## config.mk

```make
export PLATFORM = sky130hd
export DESIGN_NAME = erg_combo_reset
export DESIGN_NICKNAME = d
export VERILOG_FILES = /design/src/erg_pkg.sv /design/src/erg_combo_reset.sv
export VERILOG_INCLUDE_DIRS = /design/src
export SDC_FILE = /design/constraint.sdc
export NUM_CORES = 1
export LEC_CHECK = 0
export BUFFER_PORTS_ARGS = -buffer_cell sky130_fd_sc_hd__clkbuf_2
export CORE_UTILIZATION = 50
export CTS_CLUSTER_DIAMETER = 100
export DETAILED_ROUTE_END_ITERATION = 12
export GPL_TIMING_DRIVEN = 0
export PLACE_DENSITY = 0.71
export SLEW_MARGIN = 0
export SYNTH_ARGS = -nofsm -noshare
export SYNTH_HDL_FRONTEND = slang
export SYNTH_SLANG_ARGS = --single-unit
```

## constraint.sdc

```tcl
create_clock -name pclk -period 9.9 [get_ports pclk]
set_input_delay 0.495 -clock pclk [delete_from_list [all_inputs] [get_ports pclk]]
set_output_delay 0.495 -clock pclk [all_outputs]
set_load 0.01 [all_outputs]
```

## src/erg_defines.svh

```systemverilog
// Register indices, field positions, reset values and timing figures of the combo reset generator.
// Assumes inclusion by bare name from the package and the design module.
`ifndef ERG_DEFINES_SVH
`define ERG_DEFINES_SVH

// Register indices; the APB byte address is four times the index.
`define ERG_IDX_PRI_A 8'h38
`define ERG_IDX_PRI_B 8'h39
`define ERG_IDX_PRI_C 8'h3a
`define ERG_IDX_SEC_A 8'h3b
`define ERG_IDX_SEC_B 8'h3c
`define ERG_IDX_CFG 8'h3d
`define ERG_IDX_STATUS 8'h50

// Selector fields.
`define ERG_SEL_LEVEL 7
`define ERG_SEL_CODE_HI 6

// Configuration fields.
`define ERG_CFG_SEC_POL 7
`define ERG_CFG_PRI_POL 6
`define ERG_CFG_PIN_OVR 5
`define ERG_CFG_TRIG_HI 4
`define ERG_CFG_TRIG_LO 2
`define ERG_CFG_PW_HI 1
`define ERG_CFG_PW_LO 0

// Reset values of the writable registers.
`define ERG_SEL_RESET 8'h00
`define ERG_CFG_RESET 8'h00

// Codes up to this value are keys; higher codes are inputs and logic outputs.
`define ERG_KEY_CODE_MAX 7'h50

// Timing figures in their own units and the clock rate.
`define ERG_CLK_MHZ 100
`define ERG_TRIG_STEP_MS 500
`define ERG_PW0_US 500
`define ERG_PW1_MS 1
`define ERG_PW2_MS 2
`define ERG_PW3_MS 10

`endif

```

## src/erg_pkg.sv

```systemverilog
// Types shared by the combo reset generator.
// Assumes the constants header is available by bare name.
`include "erg_defines.svh"

package erg_pkg;

  // Phase of one reset channel.
  typedef enum logic [1:0] {
    ERG_IDLE,
    ERG_HOLD,
    ERG_PULSE,
    ERG_WAIT
  } erg_phase_t;

  // State of one reset channel.
  typedef struct packed {
    erg_phase_t phase;
    logic [31:0] cnt;
  } erg_ch_t;

  // Whole state of the generator.
  typedef struct packed {
    logic [4:0][7:0] sel;
    logic [7:0] cfg;
    logic [31:0] prdata;
    erg_ch_t [1:0] ch;
    logic [1:0] pin_sync;
    logic out_pri;
    logic out_sec;
  } erg_state_t;

endpackage : erg_pkg

```

## src/erg_combo_reset.sv

```systemverilog
// Combo reset generator: two reset outputs fired by held event combinations, set up over APB.
// Assumes event_active comes from pclk-domain scan logic and rst_pin_n from an asynchronous pin.
//
// How it works
// - Three level plus code selectors for primary.
// - Two level plus code selectors for secondary.
// - Selector with zero code is ignored.
// - All enabled selectors must match together.
// - Key selectors match only on press.
// - Input selectors match inactive or active state.
// - Config bit 7 sets secondary polarity.
// - Config bit 6 sets primary polarity.
// - Config bit 5 ORs pin into primary.
// - Pin never touches the secondary output.
// - Trigger field gives immediate or 1-4 s.
// - Shared trigger time, combo held throughout.
// - Pulse width field 500 us to 10 ms.
//
// Design decision made here: the APB register port.
`timescale 1ns/100ps
`include "erg_defines.svh"

module erg_combo_reset #(
  // Cycle counts are parameters so that a bench can shorten them.
  // Cycles per half-second trigger step.
  parameter logic [31:0] TRIG_STEP_CYC = `ERG_TRIG_STEP_MS * 1000 * `ERG_CLK_MHZ,
  // Cycles of each pulse width code.
  parameter logic [31:0] PW0_CYC = `ERG_PW0_US * `ERG_CLK_MHZ,
  parameter logic [31:0] PW1_CYC = `ERG_PW1_MS * 1000 * `ERG_CLK_MHZ,
  parameter logic [31:0] PW2_CYC = `ERG_PW2_MS * 1000 * `ERG_CLK_MHZ,
  parameter logic [31:0] PW3_CYC = `ERG_PW3_MS * 1000 * `ERG_CLK_MHZ
) (
  input wire logic pclk,
  input wire logic presetn,
  input wire logic psel,
  input wire logic penable,
  input wire logic pwrite,
  input wire logic [11:0] paddr,
  input wire logic [31:0] pwdata,
  output logic [31:0] prdata,
  output logic pready,
  output logic pslverr,
  input wire logic [127:0] event_active,
  input wire logic rst_pin_n,
  output logic primary_reset_output,
  output logic secondary_reset_output
);

  // Registered state and its next value.
  // One packed struct holds every register of the block.
  erg_pkg::erg_state_t s;
  erg_pkg::erg_state_t next_s;

  // Per-selector enable and match.
  logic [4:0] sel_en;
  logic [4:0] sel_hit;
  // Combination met, per channel.
  logic [1:0] combo;
  // Hold and pulse lengths in cycles.
  logic [31:0] hold_cyc;
  logic [31:0] pw_cyc;
  // Decoded bus access.
  logic [7:0] idx;
  // True for the five selectors, the configuration and the status word.
  logic mapped;
  // Setup and access phases of the current transfer.
  logic setup;
  logic access;
  // Synchronised pin, active high.
  logic pin_act;
  // Reset request of each channel.
  logic act_pri;
  logic act_sec;

  // Per-selector match: code zero disables, keys match on press only.
  genvar gi;
  generate
    for (gi = 0; gi < 5; gi++) begin : g_sel
      // Code field and level qualifier of this selector.
      logic [6:0] code;
      logic lvl;
      logic is_key;
      assign code = s.sel[gi][`ERG_SEL_CODE_HI:0];
      assign lvl = s.sel[gi][`ERG_SEL_LEVEL];
      // Codes up to the key limit are keys, higher ones inputs or logic outputs.
      assign is_key = (code <= `ERG_KEY_CODE_MAX);
      assign sel_en[gi] = (code != 7'h00);
      assign sel_hit[gi] = is_key ? (lvl & event_active[code]) : (lvl == event_active[code]);
    end
  endgenerate

  // A channel with no selector enabled never fires.
  // all enabled selectors together.
  assign combo[0] = (|sel_en[2:0]) & (&(sel_hit[2:0] | ~sel_en[2:0]));
  assign combo[1] = (|sel_en[4:3]) & (&(sel_hit[4:3] | ~sel_en[4:3]));

  // Code zero is handled by the sequencer and never waits on this value.
  // trigger code n holds for n+1 half-second steps.
  assign hold_cyc = {29'h0, s.cfg[`ERG_CFG_TRIG_HI:`ERG_CFG_TRIG_LO]} * TRIG_STEP_CYC + TRIG_STEP_CYC;

  always_comb begin
    // Every code has a width; no value is reserved.
    case (s.cfg[`ERG_CFG_PW_HI:`ERG_CFG_PW_LO])
      2'h0: pw_cyc = PW0_CYC;
      2'h1: pw_cyc = PW1_CYC;
      2'h2: pw_cyc = PW2_CYC;
      default: pw_cyc = PW3_CYC;
    endcase
  end

  // Bus decode: word aligned addresses of the known registers only.
  // Word index from the byte address; the low two bits must be zero.
  assign idx = paddr[9:2];
  assign mapped = (paddr[1:0] == 2'h0) && (paddr[11:10] == 2'h0) &&
                  (((idx >= `ERG_IDX_PRI_A) && (idx <= `ERG_IDX_CFG)) || (idx == `ERG_IDX_STATUS));
  assign setup = psel & ~penable;
  assign access = psel & penable;

  // The slave always answers in the first access cycle.
  assign pready = 1'b1;
  // The error shows only in the access phase, so an idle bus never reports one.
  assign pslverr = access & ~mapped;
  // Read data comes straight from a flop and does not glitch during the access.
  assign prdata = s.prdata;

  // Only the second synchroniser stage is read.
  // The first stage may go metastable, so no logic looks at it.
  assign pin_act = ~s.pin_sync[1];

  // pin ORed into the primary request only.
  assign act_pri = (s.ch[0].phase == erg_pkg::ERG_PULSE) | (s.cfg[`ERG_CFG_PIN_OVR] & pin_act);
  assign act_sec = (s.ch[1].phase == erg_pkg::ERG_PULSE);

  // Next state: registers, read data, channel sequencers and outputs.
  always_comb begin
    // Everything holds unless a branch below says otherwise.
    next_s = s;
    // The pin shifts into the synchroniser on every edge.
    next_s.pin_sync = {s.pin_sync[0], rst_pin_n};
    // Read data is captured in the setup cycle, stable through the access.
    if (setup) begin
      // Unmapped addresses read as zero.
      next_s.prdata = 32'h0;
      if (mapped) begin
        if (idx == `ERG_IDX_STATUS) begin
          // Status: pin, both outputs and both phases.
          next_s.prdata[6:0] = {pin_act, s.out_sec, s.out_pri, s.ch[1].phase, s.ch[0].phase};
        end else if (idx == `ERG_IDX_CFG) begin
          // Configuration byte.
          next_s.prdata[7:0] = s.cfg;
        end else begin
          // One of the five selector bytes.
          next_s.prdata[7:0] = s.sel[idx - `ERG_IDX_PRI_A];
        end
      end
    end
    // selectors and config written in the access cycle.
    if (access && pwrite && mapped) begin
      if (idx == `ERG_IDX_CFG) begin
        // Configuration byte.
        next_s.cfg = pwdata[7:0];
      end else if (idx != `ERG_IDX_STATUS) begin
        // Selector bytes; the status word is read only.
        next_s.sel[idx - `ERG_IDX_PRI_A] = pwdata[7:0];
      end
    end
    // The two channels never interact; only the timing fields are shared.
    // Channel sequencers share the trigger time and pulse width.
    for (int c = 0; c < 2; c++) begin
      case (s.ch[c].phase)
        erg_pkg::ERG_IDLE: begin
          // Idle: wait for the combination with the count at zero.
          next_s.ch[c].cnt = 32'h0;
          if (combo[c]) begin
            if (s.cfg[`ERG_CFG_TRIG_HI:`ERG_CFG_TRIG_LO] == 3'h0) begin
              next_s.ch[c].phase = erg_pkg::ERG_PULSE;
            end else begin
              // Other codes start the hold timer.
              next_s.ch[c].phase = erg_pkg::ERG_HOLD;
            end
          end
        end
        erg_pkg::ERG_HOLD: begin
          // Hold: count while every enabled selector keeps matching.
          // broken combo restarts the timing.
          if (!combo[c]) begin
            next_s.ch[c].phase = erg_pkg::ERG_IDLE;
            next_s.ch[c].cnt = 32'h0;
          // fire once held the whole time.
          end else if (s.ch[c].cnt >= hold_cyc - 32'h1) begin
            next_s.ch[c].phase = erg_pkg::ERG_PULSE;
            next_s.ch[c].cnt = 32'h0;
          end else begin
            // Still held: keep counting.
            next_s.ch[c].cnt = s.ch[c].cnt + 32'h1;
          end
        end
        erg_pkg::ERG_PULSE: begin
          // Pulse: the output is active for the programmed width.
          // pulse lasts the programmed width.
          if (s.ch[c].cnt >= pw_cyc - 32'h1) begin
            next_s.ch[c].phase = erg_pkg::ERG_WAIT;
            next_s.ch[c].cnt = 32'h0;
          end else begin
            // Keep the pulse going.
            next_s.ch[c].cnt = s.ch[c].cnt + 32'h1;
          end
        end
        erg_pkg::ERG_WAIT: begin
          // Wait: one held combination fires only once.
          // rearm only after release.
          if (!combo[c]) begin
            next_s.ch[c].phase = erg_pkg::ERG_IDLE;
          end
        end
        default: begin
          // An unknown phase falls back to idle.
          next_s.ch[c].phase = erg_pkg::ERG_IDLE;
          next_s.ch[c].cnt = 32'h0;
        end
      endcase
    end
    // Outputs are registered so the host never sees decode glitches.
    // primary polarity.
    next_s.out_pri = s.cfg[`ERG_CFG_PRI_POL] ? act_pri : ~act_pri;
    next_s.out_sec = s.cfg[`ERG_CFG_SEC_POL] ? act_sec : ~act_sec;
  end

  // State register; outputs idle high since reset polarity is active low.
  always_ff @(posedge pclk or negedge presetn) begin
    // Asynchronous reset loads constants only.
    if (!presetn) begin
      s.sel <= {5{`ERG_SEL_RESET}};
      s.cfg <= `ERG_CFG_RESET;
      s.prdata <= 32'h0;
      s.ch <= '0;
      s.pin_sync <= 2'h3;
      s.out_pri <= 1'b1;
      s.out_sec <= 1'b1;
    end else begin
      // Every register takes its next value on every edge.
      s <= next_s;
    end
  end

  // The state flops drive the output pins directly.
  assign primary_reset_output = s.out_pri;
  assign secondary_reset_output = s.out_sec;
endmodule : erg_combo_reset

```

* Word level (Yosys, flattened, before mapping)
Cells that the tools add are included.
** Storage, ports and cells
- Register bits :: 128
- ROM bits :: 0
- Output and inout bits :: 36
- Memories :: 0
- Bits in latches :: 0
- Logic and storage cells :: 159
- Bits in writable memories :: 0
** Operators by class
- Equality and inequality tests :: 24
- Shift-type cells :: 0
- Reduce and logical (&&, ||, !) cells :: 28
- Div/mod/pow operators :: 0
- Add/subtract/negate cells :: 6
- Bitwise gates (word level) :: 22
- $mul :: 1
- $lt $le $gt $ge :: 18
- Multiplexer cells :: 46
** Operators with widths (number)
- case mux 32 bit (3 select lines) :: 2
- greater-or-equal comparator 32 bit :: 4
- two-way mux 32 bit :: 4
- two-way mux 34 bit :: 2
- adder 32 x 1 -> 32 bit, second input constant :: 2
- case mux 20 bit (3 select lines) :: 1
- bitwise mux 40 bit :: 1
- less-than comparator 7 x 8 -> 1 bit, second input constant :: 5
- binary-select mux 1 bit (select 7 bit) :: 5
- less-or-equal comparator 7 bit, second input constant :: 5
- nonzero test 7 bit :: 5
- two-way mux 8 bit :: 4
- subtractor 32 x 1 -> 32 bit, second input constant :: 1
- subtractor 30 x 1 -> 31 bit, second input constant :: 1
- adder 29 x 26 -> 30 bit, second input constant :: 1
- binary-select mux 8 bit (select 3 bit) :: 1
- demux 8 bit (select 3 bit) :: 1
- multiplier 3 x 19 -> 22 bit, second input constant :: 1
- two-way mux 2 bit :: 9
- case mux 2 bit (4 select lines) :: 2
- two-way mux 1 bit :: 13
- AND 1 bit :: 11
- == test 2 bit, second input constant :: 5
- logical NOT 2 bit :: 5
- 29 further kinds :: 54

* Logic depth before layout (Yosys ltp)
- Depth in word-level cells :: 9
- Gate-level depth with buffers :: 23

* Worst setup path before layout
Ideal clock, no wire load.
- Kind :: reg-to-reg
- Start point :: register s[106] (netlist name)
- End point :: register s[70] (netlist name)
- Data arrival time :: 5.492 ns
- Data required time :: 9.775 ns
- Cell stages (with the launch flop) :: 23
- Setup time :: 0.125 ns
- Path slack :: 4.283 ns
- Period minus slack after synthesis :: 5.617 ns
- Path buffers :: 1
- Cell sequence :: dfrtp_1 fa_1 ha_1 fa_1 buf_2 nand2b_1 nand2_1 a311o_1 a2111oi_4 and2_1 xor2_1 ha_1 nand2_1 a21oi_1 a221o_1 o2bb2ai_1 or2_2 a41oi_1 a21o_1 a31oi_1 o221ai_2 nor2_1 mux2_2
** On the way
- Word-level cells in the longest chain between the ends :: 6
** Ends and longest elaborated chain
- start, declared :: line erg_combo_reset.sv:51 : erg_pkg::erg_state_t s;
- start signal, assigned :: line erg_combo_reset.sv:242 : s <= next_s;
- multiplier 3 x 19 -> 22 bit :: line erg_combo_reset.sv:99 : assign hold_cyc = {29'h0, s.cfg[`ERG_CFG_TRIG_HI:`ERG_CFG_TRIG_LO]} * TRIG_STEP_CYC + TRIG_STEP_CYC;
- adder 29 x 26 -> 30 bit :: line erg_combo_reset.sv:99
- subtractor 30 x 1 -> 31 bit :: line erg_combo_reset.sv:190 : end else if (s.ch[c].cnt >= hold_cyc - 32'h1) begin
- greater-or-equal comparator 32 bit :: line erg_combo_reset.sv:190
- != test 3 bit (no line)
- AND reduction 4 bit (no line)
Several ways; a longest one is shown, not always the timed one. The select of a mux whose other input is x is not followed.
A chain may end at the register's enable or synchronous reset.

* Worst setup path in the final report
Ends and elaborated chain as after synthesis.

==> results.txt <==
The final max-slew violation count was 0; the number of gates resized after CTS was 0. The worst-case IR drop observed on VDD is 0.121 mV. In the final layout, the multi-input gates occupy 0.0110 mm². The post-detailed-route wirelength per cell came out at 25.1 µm. The worst setup path is of the register to register kind. TritonCTS built the clock tree. The data arrival time of the critical path is 7.01 ns, and the fill cell total of the finished layout is 2426.

Clock slew seen by the registers of the worst setup and hold paths: 0.06 ns. In this run, CTS created clock tree buffers numbering 17. The initial utilization of the core area, before any placement, comes to 51.3%. The distinct cell type count after synthesis was 97; the post-route clock period utilization was 67.6%. In this run the vertical extent of the chip is 175 µm. The repair_antennas step left the layout with diodes totalling 0. The maximum clock rate was 149 MHz.

The tightest hold path in the finished design has a slack of 0.00998 ns. The synthesized area divided by synthesized cell count was 11.1 µm²; the total congestion overflow was 0. The cell sitting at the root of the clock tree is a sky130_fd_sc_hd__clkbuf_16. For the area of the mapped netlist, the log shows 0.0149 mm². Max-cap violations in this run came to 0. Synthesis inferred 128 register bits. In the layout the commonest cells are 218 x sky130_fd_sc_hd__mux4_2, 160 x sky130_fd_sc_hd__clkbuf_2, 124 x sky130_fd_sc_hd__dfrtp_1.

Overall track demand over capacity in global routing: 32.4%. The leading cell type in the layout, fill and taps excluded is sky130_fd_sc_hd__mux4_2. Setup skew after layout: 0.0175 ns. The largest fanout on the critical path is 11, and the number of top-level design ports is 214. Dividing the detail-routed via count by the number of cells gives 7.00. The clock latency of the later-clocked register in the worst-skew pair is 0.44 ns, and the worst-margin pin slew is 1.33 ns. The tools report the total die area as 0.0305 mm². The number of buffers added to fix hold violations after cts was 0; the initial antenna violation count was 0. Kind of start point of the critical path: a register. For this design the static power due to leakage is 6.65 nW.

The worst register-to-register path has a depth of 22. The wire-length estimate of the detail-placed layout is 36200 µm. The detailed-routing iteration count for the pre-antenna-repair pass is 6. The count of nets left with antenna violations once routing finished came out at 0. The post-CTS setup repair buffer count is 0. Global placement routability congestion: 0.974.

From synthesis to final layout, the design area changed by 13.5%. The number of hold violations in the final report was 0. At the worst endpoint, the required time is 10.22 ns.

Across the whole layout, storage elements account for 0.00321 mm². The logs give 0 for the final count of negative-setup-slack endpoints and 13600 for the routed via count. The tightest min-delay check is of the primary input to async pin type. For the final routed database, the setup TNS stands at 0 ns. Of the synthesized area, sequential elements account for 21.5%. The first routing iteration left 1739 violations. After the last flow step, the layout net total stands at 1824. Counting every sink on the clock net gives 128. Post-place setup slack: 3.28 ns. The flow ran to the end, and the final reports show no timing, DRC or antenna violations. Counting every instance in the synthesized netlist gives 1337. The layout cell share with drive strength beyond 1 came out at 34.4%.

The relative slew slack was 11.4%. The leading register cell type out of synthesis was sky130_fd_sc_hd__dfrtp_1. For the remaining design rule violation count, the log shows 0.

The worst setup path is captured at a register. For this run, the number of Yosys warnings is 0. The worst-case clock buffer depth came out at 2. The first global-routing pass estimated 75100 µm of wire.

The number of rows in the core area is 62, and the fraction of registers with async set/reset is 100%. For the via count of the first global-routing pass, the log shows 13400. In this run, synthesis inferred 0 flip-flops with an integrated enable. Setup repair after global routing left no endpoint under its margin.

The die is 175 µm wide. The least setup slack across all paths after layout is 3.21 ns. The run gives 1.49 mW as the total chip power.

The floorplan step defined a core boundary enclosing 0.0290 mm². Summed over all layers, the routed wires come to 48700 µm. The worst path in the final design needs a cycle of 6.69 ns, including I/O delays and setup. The final core utilization is 58.3%, and the total of buffers placed on input and output ports is 161.

The run gives 80 as the pin count of the biggest net entering global routing. The total power per unit cell area works out to 88.4 mW/mm². The H-tree was split into 4 levels.
-- worst max-delay path, cell delays in order (launching register included) --
cell and delay [ns]:
sky130_fd_sc_hd__dfrtp_1 0.74, sky130_fd_sc_hd__fa_1 0.57, sky130_fd_sc_hd__ha_1 0.35, sky130_fd_sc_hd__fa_1 0.41, sky130_fd_sc_hd__buf_2 0.18, sky130_fd_sc_hd__nand2b_1 0.13
sky130_fd_sc_hd__nand2_1 0.07, sky130_fd_sc_hd__a311o_1 0.43, sky130_fd_sc_hd__a2111oi_4 0.54, sky130_fd_sc_hd__and2_1 0.24, sky130_fd_sc_hd__xor2_1 0.30, sky130_fd_sc_hd__ha_1 0.30
sky130_fd_sc_hd__nand2_1 0.09, sky130_fd_sc_hd__a21oi_1 0.05, sky130_fd_sc_hd__a221o_1 0.32, sky130_fd_sc_hd__o2bb2ai_1 0.13, sky130_fd_sc_hd__or2_2 0.29, sky130_fd_sc_hd__a41oi_1 0.28
sky130_fd_sc_hd__a21o_1 0.18, sky130_fd_sc_hd__a31oi_1 0.11, sky130_fd_sc_hd__o221ai_2 0.42, sky130_fd_sc_hd__nor2_1 0.15, sky130_fd_sc_hd__mux2_2 0.29
-- per-stage QoR --
stage | area (µm²) | std cells
3_5_place_dp | 16300 | 1906
2_1_floorplan | 15000 | 1360
5_1_grt | 16900 | 1938
6_report | 16900 | 1938
4_1_cts | 16900 | 1938
3_3_place_gp | 16300 | 1905
-- worst paths after layout --
path,startpoint,end,slack [ns]
worst min-delay path,presetn,s[32],0.01
worst max-delay path,s[106],s[70],3.21
worst min register to register,next_s[3],s[3],0.36
max in group asynchronous,presetn,s[39],9.11
worst max register to register,s[106],s[70],3.21
min in group pclk,rst_pin_n,next_s[3],0.14
-- Yosys cell counts (all sizes together), types with 4 or more instances --
| master | number | share of area [%] |
|---|---|---|
| nand3b | 4 | 0.20 |
| nor3b | 4 | 0.20 |
| o21a | 4 | 0.20 |
| nor2b | 12 | 0.50 |
| and4 | 4 | 0.24 |
| nand2 | 89 | 2.2 |
| o21ai | 52 | 1.7 |
| nand2b | 10 | 0.42 |
| clkbuf | 53 | 1.3 |
| nand4 | 32 | 1.3 |
| o311ai | 7 | 0.41 |
| or2 | 9 | 0.38 |
| dfstp | 4 | 0.71 |
| mux2 | 47 | 3.6 |
| o22ai | 21 | 0.88 |
| dfrtp | 124 | 21 |
| a2111oi | 9 | 0.70 |
| inv | 55 | 1.4 |
| buf | 65 | 2.8 |
| nand3 | 45 | 1.6 |
| o221ai | 6 | 0.39 |
| a21o | 14 | 0.71 |
| and2 | 13 | 0.55 |
| xor2 | 22 | 1.3 |
| nor2 | 73 | 1.9 |
| a41oi | 7 | 0.41 |
| or3 | 6 | 0.25 |
| nor3 | 20 | 0.67 |
| or4 | 8 | 0.40 |
| ha | 102 | 8.6 |
| and3 | 14 | 0.59 |
| a211oi | 13 | 0.66 |
| nor4 | 14 | 0.69 |
| a21oi | 39 | 1.4 |
| mux4 | 218 | 33 |
| nor4b | 5 | 0.39 |
| xnor2 | 22 | 1.3 |
| a31oi | 21 | 0.88 |
| a222oi | 6 | 0.40 |
| o211ai | 7 | 0.35 |
| o31ai | 5 | 0.25 |
-- metal layers --
metal | part of all wire, % | wire length, µm | up-vias | global-route usage [%]
li1 | - | - | 5751 | -
met2 | 46 | 22600 | 1038 | 51.8
met1 | 35 | 17300 | 6545 | 40.3
met4 | 6.0 | 2920 | 0 | 17.8
met3 | 12 | 5930 | 236 | 8.20
met5 | 0 | 0 | - | 0
-- power by group --
| group | internal (mW) | switching [mW] |
|---|---|---|
| Clock | 0.402 | 0.249 |
| Sequential | 0.533 | 0.00922 |
| Combinational | 0.136 | 0.165 |
| Total | 1.07 | 0.423 |
-- registers in the layout (all words and copies together), names as in the netlist --
name	flops
primary_reset_output	1
prdata	8
secondary_reset_output	1
g_sel.code	35
s	77
g_sel.lvl	5
next_s	1
-- cell type report --
class	count	share of cell area [%]
flip-flops and latches	128	19.0
well taps	384	2.84
clock inverters	13	0.947
plain buffers	118	3.60
inverters	56	1.24
repair buffers	162	4.98
multi-input cells	1058	64.8
clock buffers	19	2.62
-- logic make-up after synthesis --
family          Yosys count  synth area share (%)
mux                     266                  36.6
buf+inv                 174                  5.50
xor+xnor                 44                  2.59
compound gates          245                  11.5
other cells               2                0.0504
flops                   128                  21.5
simple gates            373                  13.2
fa+ha+maj               105                  8.97
(Power assumes the default switching activity.)
